### config.mk
export PLATFORM = sky130hd
export DESIGN_NAME = memory_map_boot_remap_decoder
export DESIGN_NICKNAME = d
export VERILOG_FILES = /design/src/hw/memctl_pkg.sv /design/src/hw/bank_cfg_if.sv /design/src/hw/bank_decoder.sv /design/src/hw/memory_map_boot_remap_decoder.sv /design/src/hw/strap_latch.sv
export VERILOG_INCLUDE_DIRS = /design/src /design/src/hw
export SDC_FILE = /design/constraint.sdc
export NUM_CORES = 1
export LEC_CHECK = 0
export ABC_AREA = 1
export ABC_CLOCK_PERIOD_IN_PS = 3000
export BUFFER_PORTS_ARGS = -buffer_cell sky130_fd_sc_hd__buf_4
export CAP_MARGIN = 20
export CORE_AREA = 2 2 127 129
export CTS_CLUSTER_DIAMETER = 30
export DETAILED_ROUTE_END_ITERATION = 16
export DIE_AREA = 0 0 129 131
export PLACE_DENSITY = 0.67
export SLEW_MARGIN = 20
export SYNTH_ARGS = -nofsm -noshare
export SYNTH_HDL_FRONTEND = slang
export SYNTH_SLANG_ARGS = --single-unit
### constraint.sdc
create_clock -name sys_clk -period 3 [get_ports sys_clk]
set_input_delay 0.15 -clock sys_clk [delete_from_list [all_inputs] [get_ports sys_clk]]
set_output_delay 0.15 -clock sys_clk [all_outputs]
set_load 0.02 [all_outputs]
### src/hw/memctl_consts.svh
// Constants for the memory map decoder and boot remap logic.
// Assumes inclusion by bare name from the design files only.
`ifndef MEMCTL_CONSTS_SVH
`define MEMCTL_CONSTS_SVH
`define INT_TOP_ADDR      32'h0040_0000
`define PER_BASE_ADDR     32'hffc0_0000
`define VEC_TOP_ADDR      32'h0000_0020
`define STRAP_HOLD_CYC    4'd10
`define STRAP_CNT_W       4
`define BANK_COUNT        8
`define WAIT_W            3
`define FLOAT_W           3
`define MB1_SHIFT         20
`define MB16_SHIFT        24
`define BANK_SEL_W        3
`endif

### src/hw/memctl_pkg.sv
// Types shared by the memory map decoder files.
// Assumes no other package.
package memctl_pkg;
  typedef enum logic [1:0] {
    REG_INT = 2'b00,
    REG_EXT = 2'b01,
    REG_PER = 2'b11
  } region_e;
  typedef enum logic [1:0] {
    ACC_BYTE = 2'b00,
    ACC_HALF = 2'b01,
    ACC_WORD = 2'b10
  } size_e;
  typedef enum logic [1:0] {
    ST_IDLE  = 2'b00,
    ST_WAIT  = 2'b01,
    ST_FLOAT = 2'b11
  } ext_state_e;
endpackage

### src/hw/bank_cfg_if.sv
// Per-bank settings passed from the top to the bank decoder.
// Assumes eight chip-select banks.
`timescale 1ns/100ps
`default_nettype none
`include "memctl_consts.svh"
interface bank_cfg_if;
  logic [`BANK_COUNT-1:0] bankEn;
  logic [`BANK_COUNT-1:0] bankBig;
  logic [`BANK_COUNT-1:0] hit;
  modport top (output bankEn, output bankBig, input hit);
  modport dec (input bankEn, input bankBig, output hit);
endinterface
`default_nettype wire

### src/hw/bank_decoder.sv
// Compares an external address against each enabled chip-select bank.
// Assumes bank base b sits at b MB above the internal region, or at (b+1)*16 MB in 16 MB mode.
`timescale 1ns/100ps
`default_nettype none
`include "memctl_consts.svh"
module bank_decoder (
  input  wire logic [31:0] addr,
  bank_cfg_if.dec          cfg
);
  genvar b;
  generate
    for (b = 0; b < `BANK_COUNT; b++)
    begin : g_bank
      logic [31:0] base;
      logic        inSmall;
      logic        inBig;
      assign base    = cfg.bankBig[b] ? (32'(b + 1) << `MB16_SHIFT)
                                      : (32'(b + 4) << `MB1_SHIFT);
      assign inSmall = (addr >> `MB1_SHIFT) == (base >> `MB1_SHIFT);
      assign inBig   = (addr >> `MB16_SHIFT) == (base >> `MB16_SHIFT);
      // Large banks are only four, so banks four and up never hit in 16 MB mode.
      assign cfg.hit[b] = cfg.bankEn[b] & (cfg.bankBig[b] ? (inBig & (b < 4)) : inSmall);
    end
  endgenerate
endmodule // bank_decoder
`default_nettype wire

### src/hw/memory_map_boot_remap_decoder.sv
// Memory map decoder: regions, boot remap, aborts and external bank timing.
// Assumes a core that holds a request until ready and one clock domain.
//
// Summary of operation
// - Split 32-bit address into internal, external and peripheral regions.
// - All regions use little-endian byte lanes only.
// - SRAM completes byte, half and word accesses in one cycle.
// - After remap, SRAM appears at address zero.
// - Exception vectors occupy addresses zero to 0x20.
// - Strap stable ten cycles before reset release is latched.
// - Strap one means 8-bit boot, zero means 16-bit boot on CS0.
// - Strap pin becomes ordinary general I/O after reset.
// - Writing one to the remap bit swaps boot memory and SRAM.
// - Remap cleared only by internal or pin reset.
// - Undefined external addresses raise abort.
// - No abort for internal reads or peripheral accesses; before remap, misaligned boot reads abort.
// - External unit handles 0x0040_0000 up to 0xffc0_0000.
// - Banks range from eight 1 MB to four 16 MB.
// - Per-bank wait states and data float cycles.
// - Per-bank 8-bit or 16-bit data width.
// - 16-bit banks use byte select or byte write mode.
// - Early read protocol selectable per device.
// - Accesses aligned to their own size are supported.
// - Flash is addressed as 16-bit words on A1 to A20.
// - Watchdog reset keeps the latched boot mode.
`timescale 1ns/100ps
`default_nettype none
`include "memctl_consts.svh"
module memory_map_boot_remap_decoder #(
  parameter int BANKS = `BANK_COUNT
) (
  input  wire logic                  sys_clk,
  input  wire logic                  sys_rst,
  input  wire logic                  pinReset,
  input  wire logic                  boot_width_strap,
  input  wire logic                  gpioOut,
  input  wire logic                  gpioOe_n,
  output logic                       gpioIn,
  output logic                       strapOut,
  output logic                       strapOe_n,
  input  wire logic                  remap_command_bit,
  input  wire logic [BANKS-1:0]      bankEn,
  input  wire logic [BANKS-1:0]      bankBig,
  input  wire logic [BANKS-1:0]      bankWide,
  input  wire logic [BANKS-1:0]      bankByteWrite,
  input  wire logic [BANKS-1:0]      bankEarlyRead,
  input  wire logic [BANKS*`WAIT_W-1:0]  bankWait,
  input  wire logic [BANKS*`FLOAT_W-1:0] bankFloat,
  input  wire logic                  req,
  input  wire logic                  wr,
  input  wire logic [1:0]            size,
  input  wire logic [31:0]           addr,
  input  wire logic [31:0]           wdata,
  output logic                       ready,
  output logic                       abort,
  output logic                       remapDone,
  output logic                       bootByteWide,
  output logic [1:0]                 region,
  output logic                       sramSel,
  output logic                       sramWe,
  output logic [3:0]                 sramBe,
  output logic [31:0]                sramAddr,
  output logic [31:0]                sramWdata,
  output logic                       perSel,
  output logic [31:0]                perAddr,
  output logic [BANKS-1:0]           chipSel_n,
  output logic [23:0]                extAddr,
  output logic [15:0]                extData,
  output logic                       extRead_n,
  output logic                       extWrite_n,
  output logic [1:0]                 extByteSel_n,
  output logic                       extBusy
);
  bank_cfg_if cfg ();
  memctl_pkg::region_e    reg_w;
  memctl_pkg::ext_state_e st_r;
  logic                   remap_r;
  logic [BANKS-1:0]       hit;
  logic [BANKS-1:0]       hitGated;
  logic                   bootWin;
  logic                   extDefined;
  logic                   extReq;
  logic [`BANK_SEL_W-1:0] selIdx;
  logic [`WAIT_W-1:0]     cnt_r;
  logic [3:0]             be;
  logic                   aligned;
  assign cfg.bankEn  = bankEn;
  assign cfg.bankBig = bankBig;
  assign hit         = cfg.hit;
  bank_decoder u_dec (
    .addr (addr),
    .cfg  (cfg)
  );
  strap_latch u_strap (
    .sys_clk      (sys_clk),
    .sys_rst      (sys_rst),
    .pinReset     (pinReset),
    .strapPin     (boot_width_strap),
    .bootByteWide (bootByteWide)
  );
  // The strap pin is shared with a general I/O line once reset is over.
  assign gpioIn    = boot_width_strap;
  assign strapOut  = gpioOut;
  assign strapOe_n = pinReset | gpioOe_n;
  // Region decode.
  always_comb
    if (addr < `INT_TOP_ADDR)
      reg_w = memctl_pkg::REG_INT;
    else if (addr >= `PER_BASE_ADDR)
      reg_w = memctl_pkg::REG_PER;
    else
      reg_w = memctl_pkg::REG_EXT;
  assign region = reg_w;
  // Remap is sticky; only a reset clears it.
  always_ff @(posedge sys_clk or posedge sys_rst)
    if (sys_rst)
      remap_r <= 1'b0;
    else if (remap_command_bit)
      remap_r <= 1'b1;
  assign remapDone = remap_r;
  // Before remap the whole internal region shows the boot memory.
  assign bootWin  = !remap_r && reg_w == memctl_pkg::REG_INT;
  // Chip selects other than zero are unreachable until remap.
  assign hitGated = remap_r ? hit : (hit & {{(BANKS-1){1'b0}}, 1'b1});
  assign extDefined = bootWin || (|hitGated);
  assign extReq     = req && (bootWin || reg_w == memctl_pkg::REG_EXT);
  always_comb
  begin
    selIdx = '0;
    for (int i = BANKS - 1; i >= 0; i--)
      if (hitGated[i])
        selIdx = `BANK_SEL_W'(i);
    if (bootWin)
      selIdx = '0;
  end
  // Little-endian lanes and natural alignment.
  always_comb
    case (size)
      memctl_pkg::ACC_BYTE: be = 4'h1 << addr[1:0];
      memctl_pkg::ACC_HALF: be = addr[1] ? 4'hc : 4'h3;
      default:              be = 4'hf;
    endcase
  assign aligned = size == memctl_pkg::ACC_BYTE ||
                   (size == memctl_pkg::ACC_HALF && !addr[0]) ||
                   (size == memctl_pkg::ACC_WORD && addr[1:0] == 2'h0);
  // SRAM is combinational single cycle; no abort in peripheral space or, after remap, in internal space.
  assign sramSel   = req && reg_w == memctl_pkg::REG_INT && remap_r;
  assign sramWe    = sramSel && wr;
  assign sramBe    = be;
  assign sramAddr  = addr;
  assign sramWdata = wdata;
  assign perSel    = req && reg_w == memctl_pkg::REG_PER;
  // Peripherals see a word address with the low bits masked.
  assign perAddr   = {addr[31:2], 2'h0};
  assign abort     = extReq && (!extDefined || !aligned)
                     && st_r == memctl_pkg::ST_IDLE;
  // External access sequencer.
  always_ff @(posedge sys_clk or posedge sys_rst)
    if (sys_rst)
      st_r <= memctl_pkg::ST_IDLE;
    else
      case (st_r)
        memctl_pkg::ST_IDLE:
          if (extReq && extDefined && aligned)
            st_r <= memctl_pkg::ST_WAIT;
        memctl_pkg::ST_WAIT:
          if (cnt_r == '0)
            st_r <= bankFloat[selIdx*`FLOAT_W +: `FLOAT_W] != '0
                    ? memctl_pkg::ST_FLOAT : memctl_pkg::ST_IDLE;
        default:
          if (cnt_r == '0)
            st_r <= memctl_pkg::ST_IDLE;
      endcase
  // Early read saves one wait cycle on a read.
  always_ff @(posedge sys_clk or posedge sys_rst)
    if (sys_rst)
      cnt_r <= '0;
    else if (st_r == memctl_pkg::ST_IDLE)
      cnt_r <= (bankEarlyRead[selIdx] && !wr && bankWait[selIdx*`WAIT_W +: `WAIT_W] != '0)
               ? bankWait[selIdx*`WAIT_W +: `WAIT_W] - 1'b1
               : bankWait[selIdx*`WAIT_W +: `WAIT_W];
    else if (st_r == memctl_pkg::ST_WAIT && cnt_r == '0)
      cnt_r <= bankFloat[selIdx*`FLOAT_W +: `FLOAT_W];
    else if (cnt_r != '0)
      cnt_r <= cnt_r - 1'b1;
  always_ff @(posedge sys_clk or posedge sys_rst)
    if (sys_rst)
    begin
      chipSel_n    <= '1;
      extAddr      <= '0;
      extData      <= '0;
      extRead_n    <= 1'b1;
      extWrite_n   <= 1'b1;
      extByteSel_n <= 2'h3;
    end
    else if (st_r == memctl_pkg::ST_IDLE && extReq && extDefined && aligned)
    begin
      chipSel_n <= ~(BANKS'(1) << selIdx);
      extAddr   <= addr[23:0];
      extRead_n  <= wr;
      extWrite_n <= !wr;
      if (bootWin ? bootByteWide : !bankWide[selIdx])
      begin
        extData      <= {8'h00, wdata[8*addr[1:0] +: 8]};
        extByteSel_n <= 2'h2;
      end
      else
      begin
        extData <= addr[1] ? wdata[31:16] : wdata[15:0];
        // Byte write mode gates only write strobes; reads enable both bytes.
        extByteSel_n <= (bankByteWrite[selIdx] && !wr) ? 2'h0
                        : ~(addr[1] ? be[3:2] : be[1:0]);
      end
    end
    else if (st_r == memctl_pkg::ST_WAIT && cnt_r == '0)
    begin
      chipSel_n    <= '1;
      extRead_n    <= 1'b1;
      extWrite_n   <= 1'b1;
      extByteSel_n <= 2'h3;
    end
  // Word accesses to narrow banks are one beat each; the core splits them.
  assign ready   = (req && reg_w != memctl_pkg::REG_EXT && !bootWin) ||
                   (st_r == memctl_pkg::ST_WAIT && cnt_r == '0) || abort;
  assign extBusy = st_r != memctl_pkg::ST_IDLE;
endmodule // memory_map_boot_remap_decoder
`default_nettype wire

### src/hw/strap_latch.sv
// Catches the boot width strap after it has been stable before reset release.
// Assumes the strap pin is asynchronous and passes a three-stage synchroniser.
`timescale 1ns/100ps
`default_nettype none
`include "memctl_consts.svh"
module strap_latch (
  input  wire logic sys_clk,
  input  wire logic sys_rst,
  input  wire logic pinReset,
  input  wire logic strapPin,
  output logic      bootByteWide
);
  logic [2:0]               sync_r;
  logic [`STRAP_CNT_W-1:0]  stable_r;
  logic                     pinResetDly_r;
  // No reset on the synchroniser: clearing it would fake a strap change at reset release
  // and eat into the ten-cycle window that the board guarantees.
  always_ff @(posedge sys_clk)
    sync_r <= {sync_r[1:0], strapPin};
  // Stability is counted only while the pin reset is held.
  always_ff @(posedge sys_clk or posedge sys_rst)
    if (sys_rst)
      stable_r <= '0;
    else if (!pinReset || sync_r[2] != sync_r[1])
      stable_r <= '0;
    else if (stable_r != `STRAP_HOLD_CYC)
      stable_r <= stable_r + 1'b1;
  always_ff @(posedge sys_clk or posedge sys_rst)
    if (sys_rst)
      pinResetDly_r <= 1'b0;
    else
      pinResetDly_r <= pinReset;
  // Not reset by sys_rst, so a watchdog reset keeps the boot mode.
  always_ff @(posedge sys_clk)
    if (pinResetDly_r && !pinReset && stable_r == `STRAP_HOLD_CYC)
      bootByteWide <= sync_r[2];
endmodule // strap_latch
`default_nettype wire

==> run metrics, run 1 <==
clk sinks=67; Pleak=4.280 nW; Final setup viols=0; leading area contributor after synthesis=dfrtp_1; pre-CTS setup slack=0.1024 ns; Post-route DRC=0; number of global-route vias before repair=5,117; Ys Warns=0; Syn Area/Cell=6.821 um^2; final worst-path setup slack=0.2636 ns; Max VDD drop=0.4387 mV; outcome=finished clean; NumNets Final=1,183; share of layout cells above drive strength 1=40.04%; reg2reg start=remapDone$_DFFE_PP0P_; Gate Count Post-Synth=775; Worst Setup Start Kind=register; Max Fclk=0.3654 GHz; detailed-route via count=5,535; Final Max Tran Viols=0; vias per cell=4.482; CTS tree=done; Req. time, crit path=3.25 ns; EDFF count, synth=1; R2R cell count=19; post-synthesis sequential area ratio=31.81%; unrepaired setup endpoints after global routing=false; routed wire length=17,600 um; Worst-Skew Late Latency=0.33 ns; global-route wire length before repair=26,250 um; number of max-cap violations=0; largest net degree at the start of global routing=64; minimum clock period=2.736 ns; HP Class=input port to register; Tot Pwr=0.003034 W; ant diodes=0; Netlist cell types=42; Final Cycle Share=91.21%; Async S/R FF share, synth=94.03%; clk slew on worst S/H paths=0.06 ns; area grow syn2layout=43.91%; Critical Path End=cnt_r[1]$_DFFE_PP0P_; Die W=129 um; Clock Tree Root=clkbuf_16; starting density of the core=33.89%; most instantiated cells after synthesis=nand2_1, buf_4, inv_1; Critical Path Source=remapDone$_DFFE_PP0P_; Primary FF master, synth=dfrtp_1; die area=0.01690 mm^2; Arr. time, crit path=2.99 ns; count leader, synth=nand2_1; post-synth top area share=24.14%; final antenna-violating net count=0; final hold vios=0; crit end category=register; grt ovf=0; placed wire-length estimate=14,060 um; hold_sp=addr[18]; Seq cells post-synth=67; # IOs=328; Starting DRT DRC Count=284; Buffers on Ports=323; 1st-pass router iterations=5; Die H=131 um; Tot GR Track Use=19.99%; CP Max Fanout=10; htree depth=3; Core ar.=0.01560 mm^2; Power Dens Cells=398.9 mW/mm^2; Synth area leaders=dfrtp_1, nand2_1, buf_4, dfstp_2, nand3_1; DR WL/cell=14.25 um; GP Congestion=0.8919; final setup TNS=0 ns; # rows=46; clk_skew=0.006710 ns; Post-Syn Area=0.005286 mm^2; Final Util=48.77%; Num CTS Buffers=9; reg2reg setup slack=0.26 ns; CP Class=register to register; Max Buffers Root-to-Sink=2; reg2reg end=cnt_r[1]$_DFFE_PP0P_; initial antenna violation count=0
[critical path: stages (launching register included)]
cell and delay (ns):
dfrtp_2 0.44, inv_2 0.07, nor2_2 0.07, nand2_1 0.06, nor2_2 0.09, nand3_2 0.15
nand3_4 0.19, buf_4 0.19, nand3_1 0.09, nand3_1 0.10, nor2_1 0.04, nor2_1 0.13
inv_1 0.08, ha_1 0.18, ha_1 0.22, nor2_4 0.11, nand3_1 0.13, nand2_1 0.10
nand3_1 0.06, a21oi_1 0.13
[through the flow]
step	hold WS [ns]	area [um^2]	std cells
2_1_floorplan	0.1777	5290	776
3_3_place_gp	0.2547	7222	1208
3_5_place_dp	0.2673	7222	1208
4_1_cts	0.01522	7552	1229
5_1_grt	0.03920	7607	1235
6_report	0.03360	7607	1235
[repair_timing]
item,4_1_cts,5_1_grt
buffers inserted,0,5
hold endpoints to repair,55,0
gates resized for setup,0,4
endpoints found under the setup margin,0,3
hold buffers,5,0
[cell families after synthesis]
family,count (synthesis),synth area share (%)
buffers and inverters,198,22.30
multiplexers,8,1.515
XOR/XNOR,3,0.4971
adder cells (fa/ha/maj),6,1.420
other,1,0.07094
flip-flops,67,31.81
AND/OR/NAND/NOR,440,37.11
AO/OA/AOI/OAI,52,5.278
[layer usage]
metal	track usage [%]	up-vias	part of all wire, %	wire, um
met5	0	-	0	0
met4	3.900	0	0.97	170
met3	4.805	14	7.3	1281
met2	34.36	223	49	8662
met1	25.84	2498	43	7483
li1	-	2800	-	-
[where the power goes]
group | switching [W] | internal (W) | leakage [nW]
registers | 0.0000513 | 0.000983 | 0.852
clock network | 0.000399 | 0.000579 | 0.132
logic | 0.000565 | 0.000456 | 3.30
[flip-flops by register name, indices dropped and copies added, names as in the netlist]
register	count
extRead_n	1
cnt_r	3
extData	16
extByteSel_n	2
chipSel_n	8
extAddr	24
st_r	2
u_strap.sync_r	3
u_strap.pinResetDly_r	1
u_strap.bootByteWide	1
remapDone	1
extWrite_n	1
u_strap.stable_r	4
[placed cells by master (no fill, tap or decap), types with 2 or more instances in the layout]
cell type / count
nand4_1: 9
nand2_4: 5
inv_2: 7
clkinv_1: 2
o21ai_1: 7
nand2_1: 266
dfxtp_1: 3
nand2_2: 3
nor2_4: 5
nand3_2: 2
dlygate4sd3_1: 5
nor4_1: 3
clkinvlp_4: 2
nor2_2: 6
dfstp_2: 12
o22ai_1: 4
ha_1: 6
conb_1: 2
nand3b_1: 6
or2_2: 6
xnor2_1: 3
o21ai_0: 14
nand3_1: 58
o211ai_1: 2
inv_1: 70
a21oi_1: 22
mux2i_1: 8
clkinv_4: 2
clkbuf_16: 9
nand3_4: 2
nor2_1: 59
buf_12: 2
dfrtp_1: 50
nor3_1: 8
buf_4: 338
[cell type report]
type | instances | area [um^2]
fill | 1617 | 7990
multi-input combinational | 512 | 2449
sequential | 67 | 1683
inverter | 78 | 292.8
timing repair buffer | 346 | 2633
clock buffer | 10 | 239.0
tap | 216 | 270.3
clock inverter | 6 | 41.29
[worst min-delay path by stage]
| stage | endpoint | slack, ns | cells past startpoint |
|---|---|---|---|
| 6_report | extAddr[18]$_DFFE_PP0P_ | 0.03 | 3 |
| 3_3_place_gp | extData[0]$_DFFE_PP0P_ | 0.25 | 3 |
| 3_5_place_dp | extData[13]$_DFFE_PP0P_ | 0.27 | 3 |
| 2_1_floorplan | u_strap.sync_r[0]$_DFF_P_ | 0.18 | 0 |
| 4_1_cts | extAddr[18]$_DFFE_PP0P_ | 0.02 | 3 |
| 5_1_grt | extAddr[8]$_DFFE_PP0P_ | 0.04 | 3 |
Note: power is estimated with default switching activity, not from simulation.
==> run 2: changes to the inputs <==
- ABC_AREA: 1 -> default
- CORE_AREA: 2 2 127 129 -> 2 2 129 131
- DIE_AREA: 0 0 129 131 -> 0 0 131 133
- PLACE_DENSITY: 0.67 -> 0.64
==> run metrics, run 2 <==
number of max-cap violations=0 (unchanged); dpl cells=1,082 (was 1,208); failing checks=negative setup slack; outcome=finished with violations (was finished clean); Starting DRT DRC Count=172 (was 284); post-synth top area share=25.34% (was 24.14%); Ys Warns=0 (unchanged); Worst-Skew Late Latency=0.33 ns (about the same); Die W=131 um (was 129 um); Worst Setup Start Kind=register (unchanged); final hold vios=0 (unchanged); DR WL/cell=17.40 um (was 14.25 um); Num CTS Buffers=9 (unchanged); detailed-route via count=5,224 (was 5,535); clk_skew=0.006176 ns (was 0.006710 ns); Finished Cell Area=0.007930 mm^2 (was 0.007607 mm^2); most instantiated cells after synthesis=nand2_1, buf_4, dfrtp_1 (was nand2_1, buf_4, inv_1); 1st-pass router iterations=4 (was 5); CP Class=register to register (unchanged); minimum clock period=3.214 ns (was 2.736 ns); post-synthesis sequential area ratio=33.39% (was 31.81%); Clock Tree Root=clkbuf_16 (unchanged); routed wire length=19,210 um (was 17,600 um); clk sinks=67 (unchanged); Syn Area/Cell=8.638 um^2 (was 6.821 um^2); Max Buffers Root-to-Sink=2 (unchanged); CP Max Fanout=5 (was 10); Buffers on Ports=323 (unchanged); Seq pwr share=35.6% (was 34.1%); Die H=133 um (was 131 um); Pleak=4.087 nW (was 4.280 nW); Core ar.=0.01617 mm^2 (was 0.01560 mm^2); max FFs per register=24 (unchanged); placed wire-length estimate=15,850 um (was 14,060 um); Internal Power=0.002061 W (was 0.002019 W); Final setup viols=3 (was 0); Seq cells post-synth=67 (unchanged); Post-Syn Area=0.005036 mm^2 (was 0.005286 mm^2); Filler Cells Inserted=1,578 (was 1,617); Combinational Power Share=32.7% (was 33.7%); final non-filler cell total=1,104 (was 1,235); grt ovf=0 (unchanged); initial antenna violation count=0 (unchanged); HP Class=input port to register (unchanged); Top Registers=extAddr x24, extData x16, chipSel_n x8 (unchanged); starting density of the core=31.14% (was 33.89%); vias per cell=4.732 (was 4.482); Async S/R FF share, synth=94.03% (unchanged); GP Congestion=0.9269 (was 0.8919); area grow syn2layout=57.47% (was 43.91%); Power Dens Cells=380.7 mW/mm^2 (was 398.9 mW/mm^2); number of global-route vias before repair=5,187 (was 5,117); DP Area=0.007527 mm^2 (was 0.007222 mm^2); count leader, synth=nand2_1 (unchanged); Max VDD drop=0.2389 mV (was 0.4387 mV); # rows=47 (was 46); Post-route DRC=0 (unchanged); WHS=0.02172 ns (was 0.03360 ns); Worst Tran Pin Value=0.8222 ns; Final Cycle Share=107.1% (was 91.21%); Gate Count Post-Synth=583 (was 775); Netlist cell types=74 (was 42); most frequent cells in the layout=buf_4, nand2_1, dfrtp_1 (was buf_4, nand2_1, inv_1); unrepaired setup endpoints after global routing=true (was false); share of layout cells above drive strength 1=54.98% (was 40.04%); ant diodes=0 (unchanged); Primary FF master, synth=dfrtp_1 (unchanged); NumNets Final=1,048 (was 1,183); most common cell after layout, fill and taps aside=buf_4 (unchanged); Arr. time, crit path=3.46 ns (was 2.99 ns); Req. time, crit path=3.25 ns (about the same); crit end category=register (unchanged); Synth area leaders=dfrtp_1, buf_4, nand2_1, dfstp_2, mux2i_1 (was dfrtp_1, nand2_1, buf_4, dfstp_2, nand3_1); final worst-path setup slack=-0.2145 ns (was 0.2636 ns); largest net degree at the start of global routing=64 (unchanged); Biggest register=extAddr (unchanged); Clk network pwr share=31.8% (was 32.2%); # IOs=328 (unchanged); global-route wire length before repair=27,860 um (was 26,250 um); Tot GR Track Use=20.94% (was 19.99%); EDFF count, synth=1 (unchanged); final antenna-violating net count=0 (unchanged); htree depth=3 (unchanged); CTS tree=done (unchanged); clk slew on worst S/H paths=0.05 ns (was 0.06 ns); Final Max Tran Viols=0 (unchanged); final setup TNS=-0.5188 ns (was 0 ns); Max Fclk=0.3111 GHz (was 0.3654 GHz); leading area contributor after synthesis=dfrtp_1 (unchanged); die area=0.01742 mm^2 (was 0.01690 mm^2); switching pwr=0.0009581 W (was 0.001015 W); Max-slew headroom=45.19%; Sw Ratio=31.74% (was 33.46%)
## run 2: changes by cell type after synthesis, sizes merged, moves of 6 or more
cell / previous run / this run
nor2: 69 / 25
a31oi: 0 / 7
nand2: 274 / 117
inv: 77 / 10
a21oi: 23 / 13
nand3: 62 / 7
and2: 0 / 7
nand3b: 7 / 1
mux2: 0 / 24
mux2i: 8 / 31
o21ai: 21 / 35
## run 2: cells by family after synthesis
logic type      count (synthesis)  share of synthesized area [%]
simple gates                  214                          20.87
compound gates                106                          14.19
xor+xnor                        4                         0.6958
buf+inv                       130                          17.76
flops                          67                          33.39
other cells                     1                        0.07446
fa+ha+maj                       6                          1.491
mux                            55                          11.53
## run 2: worst max-delay path: stages (launching register included)
cell	delay, ns
dfrtp_2	0.37
nor3b_4	0.25
nand4_1	0.22
o22ai_4	0.28
nor2_4	0.11
mux2_4	0.20
nor2_1	0.03
a211o_1	0.32
ha_4	0.18
ha_4	0.16
nor2_4	0.11
o221ai_2	0.10
a221oi_2	0.18
a31o_2	0.17
mux2_4	0.30
a22oi_2	0.14
## run 2: final timing paths
check	startpoint	to	slack, ns	depth (start not counted)
max	remapDone$_DFFE_PP0P_	cnt_r[1]$_DFFE_PP0P_	-0.21	15
min	remap_command_bit	remapDone$_DFFE_PP0P_	0.02	2
max reg2reg	remapDone$_DFFE_PP0P_	cnt_r[1]$_DFFE_PP0P_	-0.21	15
min reg2reg	u_strap.sync_r[0]$_DFF_P_	u_strap.sync_r[1]$_DFF_P_	0.33	0
max in group asynchronous	sys_rst	remapDone$_DFFE_PP0P_	2.34	3
min in group asynchronous	sys_rst	extAddr[7]$_DFFE_PP0P_	0.08	3
## run 2: timing repair
action | CTS | global route
buffers inserted | 2 | 2
resized for setup | 5 | 10
hold endpoints to repair | 2 | 0
pin swaps | 6 | 6
hold buffers | 2 | 0
setup endpoints to repair | 4 | 4
## run 2: layout make-up
class                           count  area, um^2  area share (%)
Timing Repair Buffer              404        3070           38.72
Multi-Input combinational cell    387        2595           32.72
Inverter                           10       37.54          0.4733
Sequential cell                    67        1683           21.22
Tap cell                          220       275.3           3.471
Clock inverter                      7       43.79          0.5522
Clock buffer                        9       225.2           2.840
## run 2: metrics by stage
step / util (%) / total power (W) / setup slack (ns)
after detailed placement: 46.55 / 0.002072 / -0.4330
after floorplan: - / 0.001626 / -0.3413
after global routing: 49.04 / 0.003185 / -0.3480
final: 49.04 / 0.003019 / -0.2145
after CTS: 48.56 / 0.003058 / -0.2369
after global placement: 46.55 / 0.002066 / -0.3504
## run 2: power by group through the flow
stage	clock, W	sequential, W	combinational [W]
finish	0.000959	0.00107	0.000986
CTS	0.000991	0.00108	0.000992
global placement	0	0.00109	0.000979
detailed placement	0	0.00109	0.000981
global route	0.00104	0.00109	0.00106
floorplan	0	0.00117	0.000457
## run 2: routing by layer
| metal | wire length, um | share of wire, % | GRT usage (%) |
|---|---|---|---|
| met1 | 7634 | 40 | 25.12 |
| met2 | 9538 | 50 | 36.73 |
| met4 | 562 | 2.9 | 7.624 |
| met3 | 1477 | 7.7 | 4.044 |
| met5 | 0 | 0 | 0 |
